## config.mk

```make
export PLATFORM = sky130hd
export DESIGN_NAME = platform_type_reg
export DESIGN_NICKNAME = d
export VERILOG_FILES = /design/src/hw/patch_check_pkg.sv /design/src/hw/platform_type_reg.sv
export VERILOG_INCLUDE_DIRS = /design/src /design/src/hw
export SDC_FILE = /design/constraint.sdc
export NUM_CORES = 1
export LEC_CHECK = 0
export BUFFER_PORTS_ARGS = -buffer_cell sky130_fd_sc_hd__buf_2
export CAP_MARGIN = 20
export CELL_PAD_IN_SITES_DETAIL_PLACEMENT = 0
export CELL_PAD_IN_SITES_GLOBAL_PLACEMENT = 1
export CORE_ASPECT_RATIO = 1.5
export CORE_MARGIN = 4
export CORE_UTILIZATION = 21
export DETAILED_ROUTE_END_ITERATION = 7
export GPL_TIMING_DRIVEN = 0
export PLACE_DENSITY = 0.86
export SLEW_MARGIN = 20
export SYNTH_ARGS = -nofsm -noshare
export SYNTH_HDL_FRONTEND = slang
export SYNTH_SLANG_ARGS = --single-unit
```

## constraint.sdc

```tcl
create_clock -name clk_i -period 1.3 [get_ports clk_i]
set_input_delay 0.13 -clock clk_i [delete_from_list [all_inputs] [get_ports clk_i]]
set_output_delay 0.13 -clock clk_i [all_outputs]
set_load 0.01 [all_outputs]
```

## src/hw/patch_check_defs.svh

```systemverilog
// offsets, field positions, reset values and counts of the image checker
// assumes: included by bare name from the files under hw/
//
// What this block does
// - refuse image whose target stepping mismatches
// - image is exactly 2048 bytes, else invalid
// - first 48 bytes header, payload follows
// - accept only known header version one
// - header version at byte 0, 4 bytes
// - patch revision at byte 4, reported out
// - creation date mmddyyyy at byte 8
// - target processor identity at byte 12
// - checksum at byte 16 covers whole image
// - 512 dwords wrap-summed must equal zero
// - loader revision at byte 20, first one; code captures and reports it on loader_rev_o, does not check it
// - platform flags in low 8 bits, byte 24
// - bytes 28 to 47 reserved, ignored
// - platform register 64-bit read-only quadword
// - platform type in bits 52:50, rest reserved
// - platform type selects header flag bit
`ifndef PATCH_CHECK_DEFS_SVH
`define PATCH_CHECK_DEFS_SVH

// -----------------------------------------------------------------
// image geometry, counted in bytes
// -----------------------------------------------------------------
`define IMG_BYTES 12'h800
`define HDR_BYTES 12'h030
`define LAST_WORD_BYTE 12'h7FC
`define DWORD_BYTES 12'h004

// -----------------------------------------------------------------
// header field byte offsets
// -----------------------------------------------------------------
`define OFF_VERSION 12'h000
`define OFF_REVISION 12'h004
`define OFF_DATE 12'h008
`define OFF_PROCESSOR 12'h00C
`define OFF_CHECKSUM 12'h010
`define OFF_LOADER 12'h014
`define OFF_FLAGS 12'h018
`define OFF_RESERVED 12'h01C

// -----------------------------------------------------------------
// known values and reset values
// -----------------------------------------------------------------
`define HDR_VERSION_1 32'h0000_0001
`define LOADER_REV_1 32'h0000_0001
`define FIELD_RESET 32'h0000_0000
`define FLAG_BITS 8

// -----------------------------------------------------------------
// platform type register
// -----------------------------------------------------------------
`define PLAT_REG_ADDR 32'h0000_0017
`define PLAT_TYPE_LSB 50
`define PLAT_TYPE_MSB 52

`endif

```

## src/hw/patch_check_pkg.sv

```systemverilog
// types shared by the image checker modules
// assumes: nothing beyond a SystemVerilog compiler
`default_nettype none

package patch_check_pkg;

    // checker sequencing
    typedef enum logic {
        st_collect,
        st_done
    } check_state_e;

    typedef logic [31:0] dword_t;
    typedef logic [2:0] plat_type_t;

endpackage : patch_check_pkg

`default_nettype wire

```

## src/hw/platform_type_reg.sv

```systemverilog
// read-only 64-bit platform type register behind the register read port
// assumes: strap stable around reset release, one clock
`timescale 1ns/10ps
`default_nettype none
`include "patch_check_defs.svh"

module platform_type_reg (
    input wire logic clk_i,
    input wire logic rst_n_i,
    input wire logic ce_i,
    input wire patch_check_pkg::plat_type_t strap_i,
    input wire logic read_i,
    input wire logic [31:0] addr_i,
    output logic [63:0] data_o,
    output logic ack_o,
    output patch_check_pkg::plat_type_t type_o
);
    logic caught, next_caught;
    patch_check_pkg::plat_type_t plat, next_plat;
    logic [63:0] next_data;
    logic next_ack;

    // strap caught once after reset release; whole-quadword reads only
    always_comb begin
        next_caught = 1'b1;
        next_plat = caught ? plat : strap_i;
        next_ack = read_i;
        next_data = 64'h0000_0000_0000_0000;
        if (read_i && (addr_i == `PLAT_REG_ADDR)) begin
            next_data[`PLAT_TYPE_MSB:`PLAT_TYPE_LSB] = plat;
        end
    end

    always_ff @(posedge clk_i or negedge rst_n_i) begin
        if (!rst_n_i) begin
            caught <= 1'b0;
            plat <= 3'h0;
            data_o <= 64'h0000_0000_0000_0000;
            ack_o <= 1'b0;
        end else if (ce_i) begin
            caught <= next_caught;
            plat <= next_plat;
            data_o <= next_data;
            ack_o <= next_ack;
        end
    end

    assign type_o = plat;

    property p_plat_read;
        @(posedge clk_i) disable iff (!rst_n_i)
        (ce_i && caught && read_i && addr_i == `PLAT_REG_ADDR)
            |=> (ack_o && data_o[`PLAT_TYPE_MSB:`PLAT_TYPE_LSB] == $past(plat)
                 && data_o[49:0] == 50'h0 && data_o[63:53] == 11'h0);
    endproperty
    a_plat_read: assert property (p_plat_read)
        else $error("platform register read returned wrong quadword");

endmodule : platform_type_reg

`default_nettype wire

```

* Word-level counts from Yosys, hierarchy flattened
Index checks and enable logic that the tools add are counted.
Operators by class: multiplexer cells 1, reductions and logical operators 2, bitwise gates (word level) 1, equal/unequal tests 1
Operators with widths (count):
- $eq A32 B5 Y1 const B | 1
- $mux W3 | 1
- $reduce_and A2 Y1 | 1
- $logic_and A1 B1 Y1 | 1
- $not A1 Y1 | 1
Word-level totals: logic and storage cells 9, output and inout port bits 68, flip-flop bits (word level) 8

* Depth between registers and ports, before layout
Gate-level depths: netlist of run 1.
word-level depth 3, mapped depth 3, depth with buffers taken out 3

* Worst setup path after synthesis of run 1
Ideal clock, no wire load.
path kind register to register, start register caught, end register plat[0], in the netlist type_o[0], arrival time 894 ps, path buffers 0, setup time 125 ps, stages on the path, launching flop included 3, slack 281 ps, cells stage by stage dfrtp_1 and2b_1 mux2_2
On the way: longest elaborated chain between the ends 2
RTL lines:
- from (decl) | line platform_type_reg.sv:18 | logic caught, next_caught;
- from (signal assigned) | line platform_type_reg.sv:41 | caught <= next_caught;
- $not A1 Y1 (no source line)
- $reduce_and A2 Y1 (no source line)
- to (signal assigned) | line platform_type_reg.sv:42 | plat <= next_plat;
- to (decl) | line platform_type_reg.sv:19 | patch_check_pkg::plat_type_t plat, next_plat;
No other way between the ends. A chain may end at the register's enable or synchronous reset.

* Worst setup path after layout of run 1
start register caught, end register plat[2], in the netlist type_o[2]
The elaborated chain is that of the path after synthesis.

==> impl_metrics.toml, run 1 <==
[timing]
drv_slew = 0
final-setup-viol-count = 0
whs_ps = 140
fmax_mhz = 938
layout_setup_ws_ps = 234
rsz0062_at_grt = "no"
fin_crit_sh_pct = 82.0
period_minus_slack_ps = 1070
hold_violations = 0
fin_skew_ps = 3.68
setup_tns_ps = 0

[floorplanning]
die_width_um = 61.0
design.portCount = 107
rows = 28
dieArea_um2 = 5340
core_area_um2 = 3990
die_height_um = 87.5
start_util_pct = 22.2

[clock_tree]
worstSkewPairLatency_ps = 230
cts_root_buffer = "clkbuf_8"
post_cts_buffers = 0
cts.clk_slew.worst_paths_ps = 40
cts_tree = "built"
numCtsBuffers = 3
htreeDepth = 1
cts_sinks = 8
clockBufferDepth = 2

[power]
sequentialPowerShare_pct = 30.6
power_uw = 902
combinationalPowerShare_pct = 37.5
intPower_uw = 652
p_leak_nw = 0.886
p_sw_share_pct = 27.7
power.density_nw_per_um2 = 627
clkPwrFrac_pct = 31.9
p_switching_uw = 250
ir_drop_uv = 456

[synthesis]
synth_mux_area_share_pct = 5.08
synth_cells = 97
synth_compound_area_share_pct = 2.54
syn_area_per_cell_um2 = 9.13
syn-cell-area_um2 = 886
synth_top_family_by_area = "buffers and inverters"
yosys.area_share.adder_pct = 0
synthSimpleGateAreaFrac_pct = 17.1
synth_seq_cells = 8
synth_xor_area_share_pct = 0
synth_cell_types = 18
seq_area_frac_synth_pct = 22.6
yosys_warnings = 0

[worst_setup_path]
worstPathBufferInverterCount = 0
cp-start-kind = "register"
slowest_delay_ps = 360
arrival_ps = 1170
crit_fanout = 3
crit_path_top_delay_cell = "dfrtp_1"
ff2ff_path_depth = 2
cp-end-kind = "register"
r2r-end = "type_o[2]"
required_ps = 1400
reg2reg_slack_ps = 230
path_cells = "and2b_1 -> mux2_2"
cp_top_family = "flip-flops"
crit_type = "register to register"
worst_r2r_startpoint = "caught"

[final_layout]
syn2layout_area_growth_pct = 62.4
fin_cells = 250
drive_above_1_share_pct = 57.6
layout_common_cells = "61 x buf_4, 61 x conb_1, 45 x buf_2"
ff_latch_area_um2 = 200
fillCellCount = 418
nNetsFinal = 246
multi_input_area_um2 = 448
fin_area_um2 = 1440
num_antenna_cells = 0
post-route-util_pct = 36.0

[routing]
vias_per_cell = 3.33
wl_mm = 2.09
drtIter0Drc = 27
post_drt_wl_per_cell_um = 8.37
drcViolationCount = 0
drt_pass1_iterations = 4
dr_total_vias = 833
drtAntennaViolNets = 0

[global_routing]
grt_util_all_layers_pct = 7.38
grt_pass1_vias = 754
grt_start_max_net_pins = 10
gr-total-overflow = 0
grt_pass1_wl_mm = 3.06
antenna_found_initial = 1

[job]
cap_violations = 0

[place]
placedCellCount = 246
gp_congestion = 0.709
preCtsSetupSlack_ps = 132
numPortBuffers = 44
place_hpwl_mm = 2.05
place_area_um2 = 1390

[min_path]
hold_path_end = "type_o[0]"
whs_path_depth = 2
min_from = "strap_i[0]"
hold_path_class = "input pin to register"

[run_status]
status = "completed"
synthesized netlist by cell type, drive strengths merged:
master / number / area, um2
nor4bb: 1 / 10.0
nand3: 1 / 5.00
conb: 1 / 3.75
nor3: 1 / 5.00
and2b: 1 / 7.51
nor4: 3 / 31.3
nor2: 1 / 3.75
nor4b: 3 / 38.8
nand2b: 3 / 18.8
nand4: 4 / 25.0
buf: 62 / 463
o31ai: 3 / 22.5
mux2: 4 / 45.0
or2: 1 / 6.26
dfrtp: 8 / 200
logic make-up after synthesis:
logic type | count (synthesis)
AO/OA/AOI/OAI | 3
buffers and inverters | 62
flip-flops | 8
multiplexers | 4
other | 1
AND/OR/NAND/NOR | 19
sequential cells by signal, indices dropped and copies added, names as in the netlist:
signal  flops
data_o      3
type_o      3
ack_o       1
caught      1
power by group through the flow:
stage	Sequential [mW]	Combinational (mW)	Clock, mW
floorplan	0.283	0.240	0
global placement	0.278	0.326	0
detailed placement	0.280	0.328	0
CTS	0.277	0.331	0.296
global route	0.278	0.374	0.315
finish	0.276	0.338	0.288
per-layer routing:
metal | part of all wire (%) | GRT usage (%) | vias up
met5 | 0.57 | 0 | -
met1 | 29 | 7.04 | 331
met2 | 50 | 13.7 | 77
li1 | - | - | 419
met3 | 19 | 3.54 | 4
met4 | 0.86 | 1.78 | 2
repair_timing:
action | CTS | global route
endpoints found under the hold margin | 8 | 0
gates resized for setup | 0 | 0
endpoints found under the setup margin | 0 | 0
hold buffers | 1 | 0
cell type report:
class                   count  area share [%]
clock buffers               3            2.87
repair buffers             45            16.0
multi-input cells          87            31.1
plain buffers              62            32.2
flip-flops and latches      8            13.9
well taps                  45            3.91
how the worst max path moves through the flow:
stage / from / to / slack (ps) / cells past startpoint
after global routing: caught / type_o[0] / 200 / 2
after global placement: addr_i[7] / data_o[50] / 170 / 4
final: caught / type_o[2] / 230 / 2
after floorplan: caught / type_o[0] / 280 / 2
after detailed placement: addr_i[7] / data_o[50] / 130 / 4
after CTS: caught / type_o[0] / 230 / 2
Note: power is estimated with default switching activity, not from simulation.
==> run 2: changes to the inputs <==
==> constraint.sdc (replaced) <==
create_clock -name clk_i -period 1.1 [get_ports clk_i]
set_input_delay 0.11 -clock clk_i [delete_from_list [all_inputs] [get_ports clk_i]]
set_output_delay 0.11 -clock clk_i [all_outputs]
set_load 0.01 [all_outputs]
==> run 2 against run 1 <==
  * Count of clock-buffer cells in the layout stayed put
  * Clock skew hardly changed
  * Critical path depth stayed put
==> impl_metrics.toml, run 2 (same netlist as run 1, synthesis figures left out) <==
[final_layout]
num_antenna_cells = 0
drive_above_1_share_pct = 58.0
syn2layout_area_growth_pct = 62.6
fillCellCount = 419
fin_cells = 250
nNetsFinal = 246
fin_area_um2 = 1440
layout_common_cells = "61 x buf_4, 61 x conb_1, 45 x buf_2"

[place]
gp_congestion = 0.709
placedCellCount = 246
numPortBuffers = 44
place_area_um2 = 1390
place_hpwl_mm = 2.05
preCtsSetupSlack_ps = -48.3

[worst_setup_path]
crit_start = "caught"
worst_r2r_startpoint = "caught"
ff2ff_path_depth = 2
worstSetupEndpoint = "type_o[2]"
required_ps = 1210
crit_fanout = 3
cp-start-kind = "register"
cp-end-kind = "register"
arrival_ps = 1150
reg2reg_slack_ps = 50
r2r-end = "type_o[2]"
crit_type = "register to register"

[clock_tree]
cts_root_buffer = "clkbuf_8"
worstSkewPairLatency_ps = 230
cts.clk_slew.worst_paths_ps = 40
cts_sinks = 8
numCtsBuffers = 3
post_cts_buffers = 0
cts_tree = "built"
htreeDepth = 1
clockBufferDepth = 2

[timing]
period_minus_slack_ps = 1050
hold_violations = 0
fin_skew_ps = 4.10
final-setup-viol-count = 0
layout_setup_ws_ps = 51.4
rsz0062_at_grt = "no"
drv_slew = 0
fin_crit_sh_pct = 95.3
fmax_mhz = 954

[global_routing]
grt_start_max_net_pins = 10
gr-total-overflow = 0
grt_util_all_layers_pct = 7.38
antenna_found_initial = 1
grt_pass1_wl_mm = 3.06
grt_pass1_vias = 754

[run_status]
status = "completed"

[routing]
wl_mm = 2.10
drtAntennaViolNets = 0
drtIter0Drc = 14
vias_per_cell = 3.33
drcViolationCount = 0
drt_pass1_iterations = 4
post_drt_wl_per_cell_um = 8.39
dr_total_vias = 832

[min_path]
hold_path_class = "input pin to register"
whs_path_depth = 2

[job]
cap_violations = 0

[floorplanning]
dieArea_um2 = 5340
start_util_pct = 22.2
rows = 28
die_height_um = 87.5
design.portCount = 107
core_area_um2 = 3990
die_width_um = 61.0

[power]
power.density_nw_per_um2 = 741
ir_drop_uv = 546
p_leak_nw = 0.886
## run 2: report_power, final
part	total [mW]	switching, mW	internal (mW)
clock network	0.342	0.106	0.236
registers	0.326	0.0135	0.313
logic	0.400	0.177	0.222
total	1.07	0.297	0.771
## run 2: worst min-delay path by stage
stage	startpoint	to	slack (ps)
4_1_cts	strap_i[1]	type_o[1]	120
3_5_place_dp	rst_n_i	data_o[51]	-40
2_1_floorplan	rst_n_i	ack_o	-190
5_1_grt	strap_i[2]	type_o[2]	120
6_report	strap_i[0]	type_o[0]	120
3_3_place_gp	rst_n_i	data_o[50]	-50
## run 2: per-layer routing
metal  track usage (%)  share of wire [%]  vias up
li1                  -                  -      419
met2              13.7                 50       76
met1              7.04                 30      331
met5                 0               0.57        -
met4              1.78                1.1        2
met3              3.54                 19        4
## run 2: per-stage QoR
step	TNS (ps)	hold WS, ps	total power [mW]	util [%]
3_3_place_gp	-28.4	-45.5	0.714	34.7
4_1_cts	0	118	1.07	36.0
6_report	0	119	1.07	36.1
2_1_floorplan	0	-186	0.618	-
5_1_grt	0	121	1.14	36.1
3_5_place_dp	-99.5	-41.3	0.719	34.7
## run 2: repair_timing
item                                    in CTS  in global routing
endpoints found under the setup margin       0                  1
hold buffers                                 1                  0
gates resized for setup                      0                  1
hold endpoints to repair                     8                  0
## run 2: area by class of cell
| cell class | instances | area, um2 | share of cell area (%) |
|---|---|---|---|
| Buffer | 62 | 463 | 32.1 |
| Multi-Input combinational cell | 87 | 449 | 31.2 |
| Timing Repair Buffer | 45 | 230 | 16.0 |
| Sequential cell | 8 | 200 | 13.9 |
| Tap cell | 45 | 56.3 | 3.91 |
| Clock buffer | 3 | 41.3 | 2.87 |
## run 2: critical path, stage by stage, from the launching register on
cell	delay [ps]
dfrtp_1	360
and2b_2	240
mux2_2	330
==> run 3: changes to the inputs <==
--- a/config.mk
+++ b/config.mk
@@ -10,7 +10,6 @@
 export CAP_MARGIN = 20
 export CELL_PAD_IN_SITES_DETAIL_PLACEMENT = 0
 export CELL_PAD_IN_SITES_GLOBAL_PLACEMENT = 1
-export CORE_ASPECT_RATIO = 1.5
 export CORE_MARGIN = 4
 export CORE_UTILIZATION = 21
 export DETAILED_ROUTE_END_ITERATION = 7
==> run 3 against run 2 <==
  * Utilization down 0.16 points
  * First-iteration DRC count up 21%
  * Non-clock buffer count unchanged
  * Global-route usage up 0.26 points
  * Clock skew down 3.0 ps
==> impl_metrics.toml, run 3 (same netlist as run 1, synthesis figures left out) <==
[final_layout]
post-route-util_pct = 35.9
multi_input_area_um2 = 449
syn2layout_area_growth_pct = 63.3
drive_above_1_share_pct = 58.0
ff_latch_area_um2 = 200
nNetsFinal = 246
fillCellCount = 440
num_antenna_cells = 0
layout_common_cells = "61 x buf_4, 61 x conb_1, 45 x buf_2"

[power]
power_mw = 1.07
power.density_nw_per_um2 = 742
ir_drop_uv = 214
p_leak_nw = 0.886

[clock_tree]
worstSkewPairLatency_ps = 220
clockBufferDepth = 2
cts_sinks = 8
cts.clk_slew.worst_paths_ps = 40
numCtsBuffers = 3
cts_root_buffer = "clkbuf_8"
post_cts_buffers = 0
htreeDepth = 1
cts_tree = "built"

[worst_setup_path]
crit_fanout = 3
arrival_ps = 1160
worstPathBufferInverterCount = 0
slowest_delay_ps = 360
required_ps = 1210
path_cells = "and2b_2 -> mux2_2"
cp-start-kind = "register"
cp_top_family = "flip-flops"
reg2reg_slack_ps = 50
cp-end-kind = "register"
crit_type = "register to register"
crit_path_top_delay_cell = "dfrtp_1"

[global_routing]
antenna_found_initial = 0
grt_pass1_wl_mm = 3.15
gr-total-overflow = 0
grt_pass1_vias = 753
grt_start_max_net_pins = 10
grt_util_all_layers_pct = 7.64
grtUsageMet1_pct = 7.94
met3_usage_pct = 2.75
grt.busiest_layer = "met2"
grtUsageMet2_pct = 13.2

[place]
numPortBuffers = 44
preCtsSetupSlack_ps = -61.2
place_hpwl_mm = 2.11
gp_congestion = 0.716

[floorplanning]
rows = 23
core_area_um2 = 4030
die_width_um = 73.0
start_util_pct = 22.0
design.portCount = 107
die_height_um = 73.0
dieArea_um2 = 5320

[timing]
rsz0062_at_grt = "no"
setup_tns_ps = 0
period_minus_slack_ps = 1050
fin_skew_ps = 1.14
layout_setup_ws_ps = 49.1
final-setup-viol-count = 0
fmax_mhz = 952
hold_violations = 0
drv_slew = 0
fin_crit_sh_pct = 95.5

[routing]
wl_mm = 2.19
drt_pass1_iterations = 3
drtIter0Drc = 17
vias_per_cell = 3.03
drcViolationCount = 0
dr_total_vias = 772
post_drt_wl_per_cell_um = 8.59
drtAntennaViolNets = 0

[min_path]
hold_path_class = "input pin to register"

[run_status]
status = "completed"

[job]
cap_violations = 0
-- run 3: cell counts in the layout (fill, tap and decap cells not counted) --
No cell type changed its count.
-- run 3: repair_timing --
| item | in CTS | in global routing |
|---|---|---|
| hold buffers | 1 | 0 |
| endpoints found under the setup margin | 0 | 2 |
| endpoints found under the hold margin | 8 | 0 |
| gates resized for setup | 0 | 1 |
-- run 3: path summary, 6_finish.rpt --
kind | from | endpoint | cells past startpoint
setup / recovery | caught | type_o[1] | 2
max in group asynchronous | rst_n_i | data_o[50] | 2
hold reg to reg | caught | caught | 1
min in group asynchronous | rst_n_i | type_o[2] | 2
hold / removal | strap_i[0] | type_o[0] | 2
setup reg to reg | caught | type_o[1] | 2
-- run 3: area by class of cell --
cell class	instances	share of cell area, %
Sequential cell	8	13.8
Buffer	62	32.0
Multi-Input combinational cell	87	31.1
Tap cell	50	4.33
Clock buffer	3	2.85
Timing Repair Buffer	45	15.9
-- run 3: stage by stage --
step / hold slack (ps) / cell area, um2 / std cells
after floorplan: -186 / 1110 / 157
after global placement: -41.1 / 1390 / 251
after detailed placement: -39.8 / 1390 / 251
after CTS: 112 / 1450 / 255
after global routing: 110 / 1450 / 255
final: 117 / 1450 / 255
-- run 3: where the power goes --
part / switching (mW) / internal, mW / total (mW)
clock network: 0.109 / 0.236 / 0.345
logic: 0.181 / 0.222 / 0.403
registers: 0.0117 / 0.312 / 0.324
total: 0.301 / 0.771 / 1.07
-- run 3: per-layer routing --
| layer | part of all wire, % | routed length [um] |
|---|---|---|
| met1 | 34 | 734 |
| met2 | 52 | 1150 |
| met5 | 0 | 0 |
| met4 | 0.68 | 15 |
| met3 | 13 | 294 |
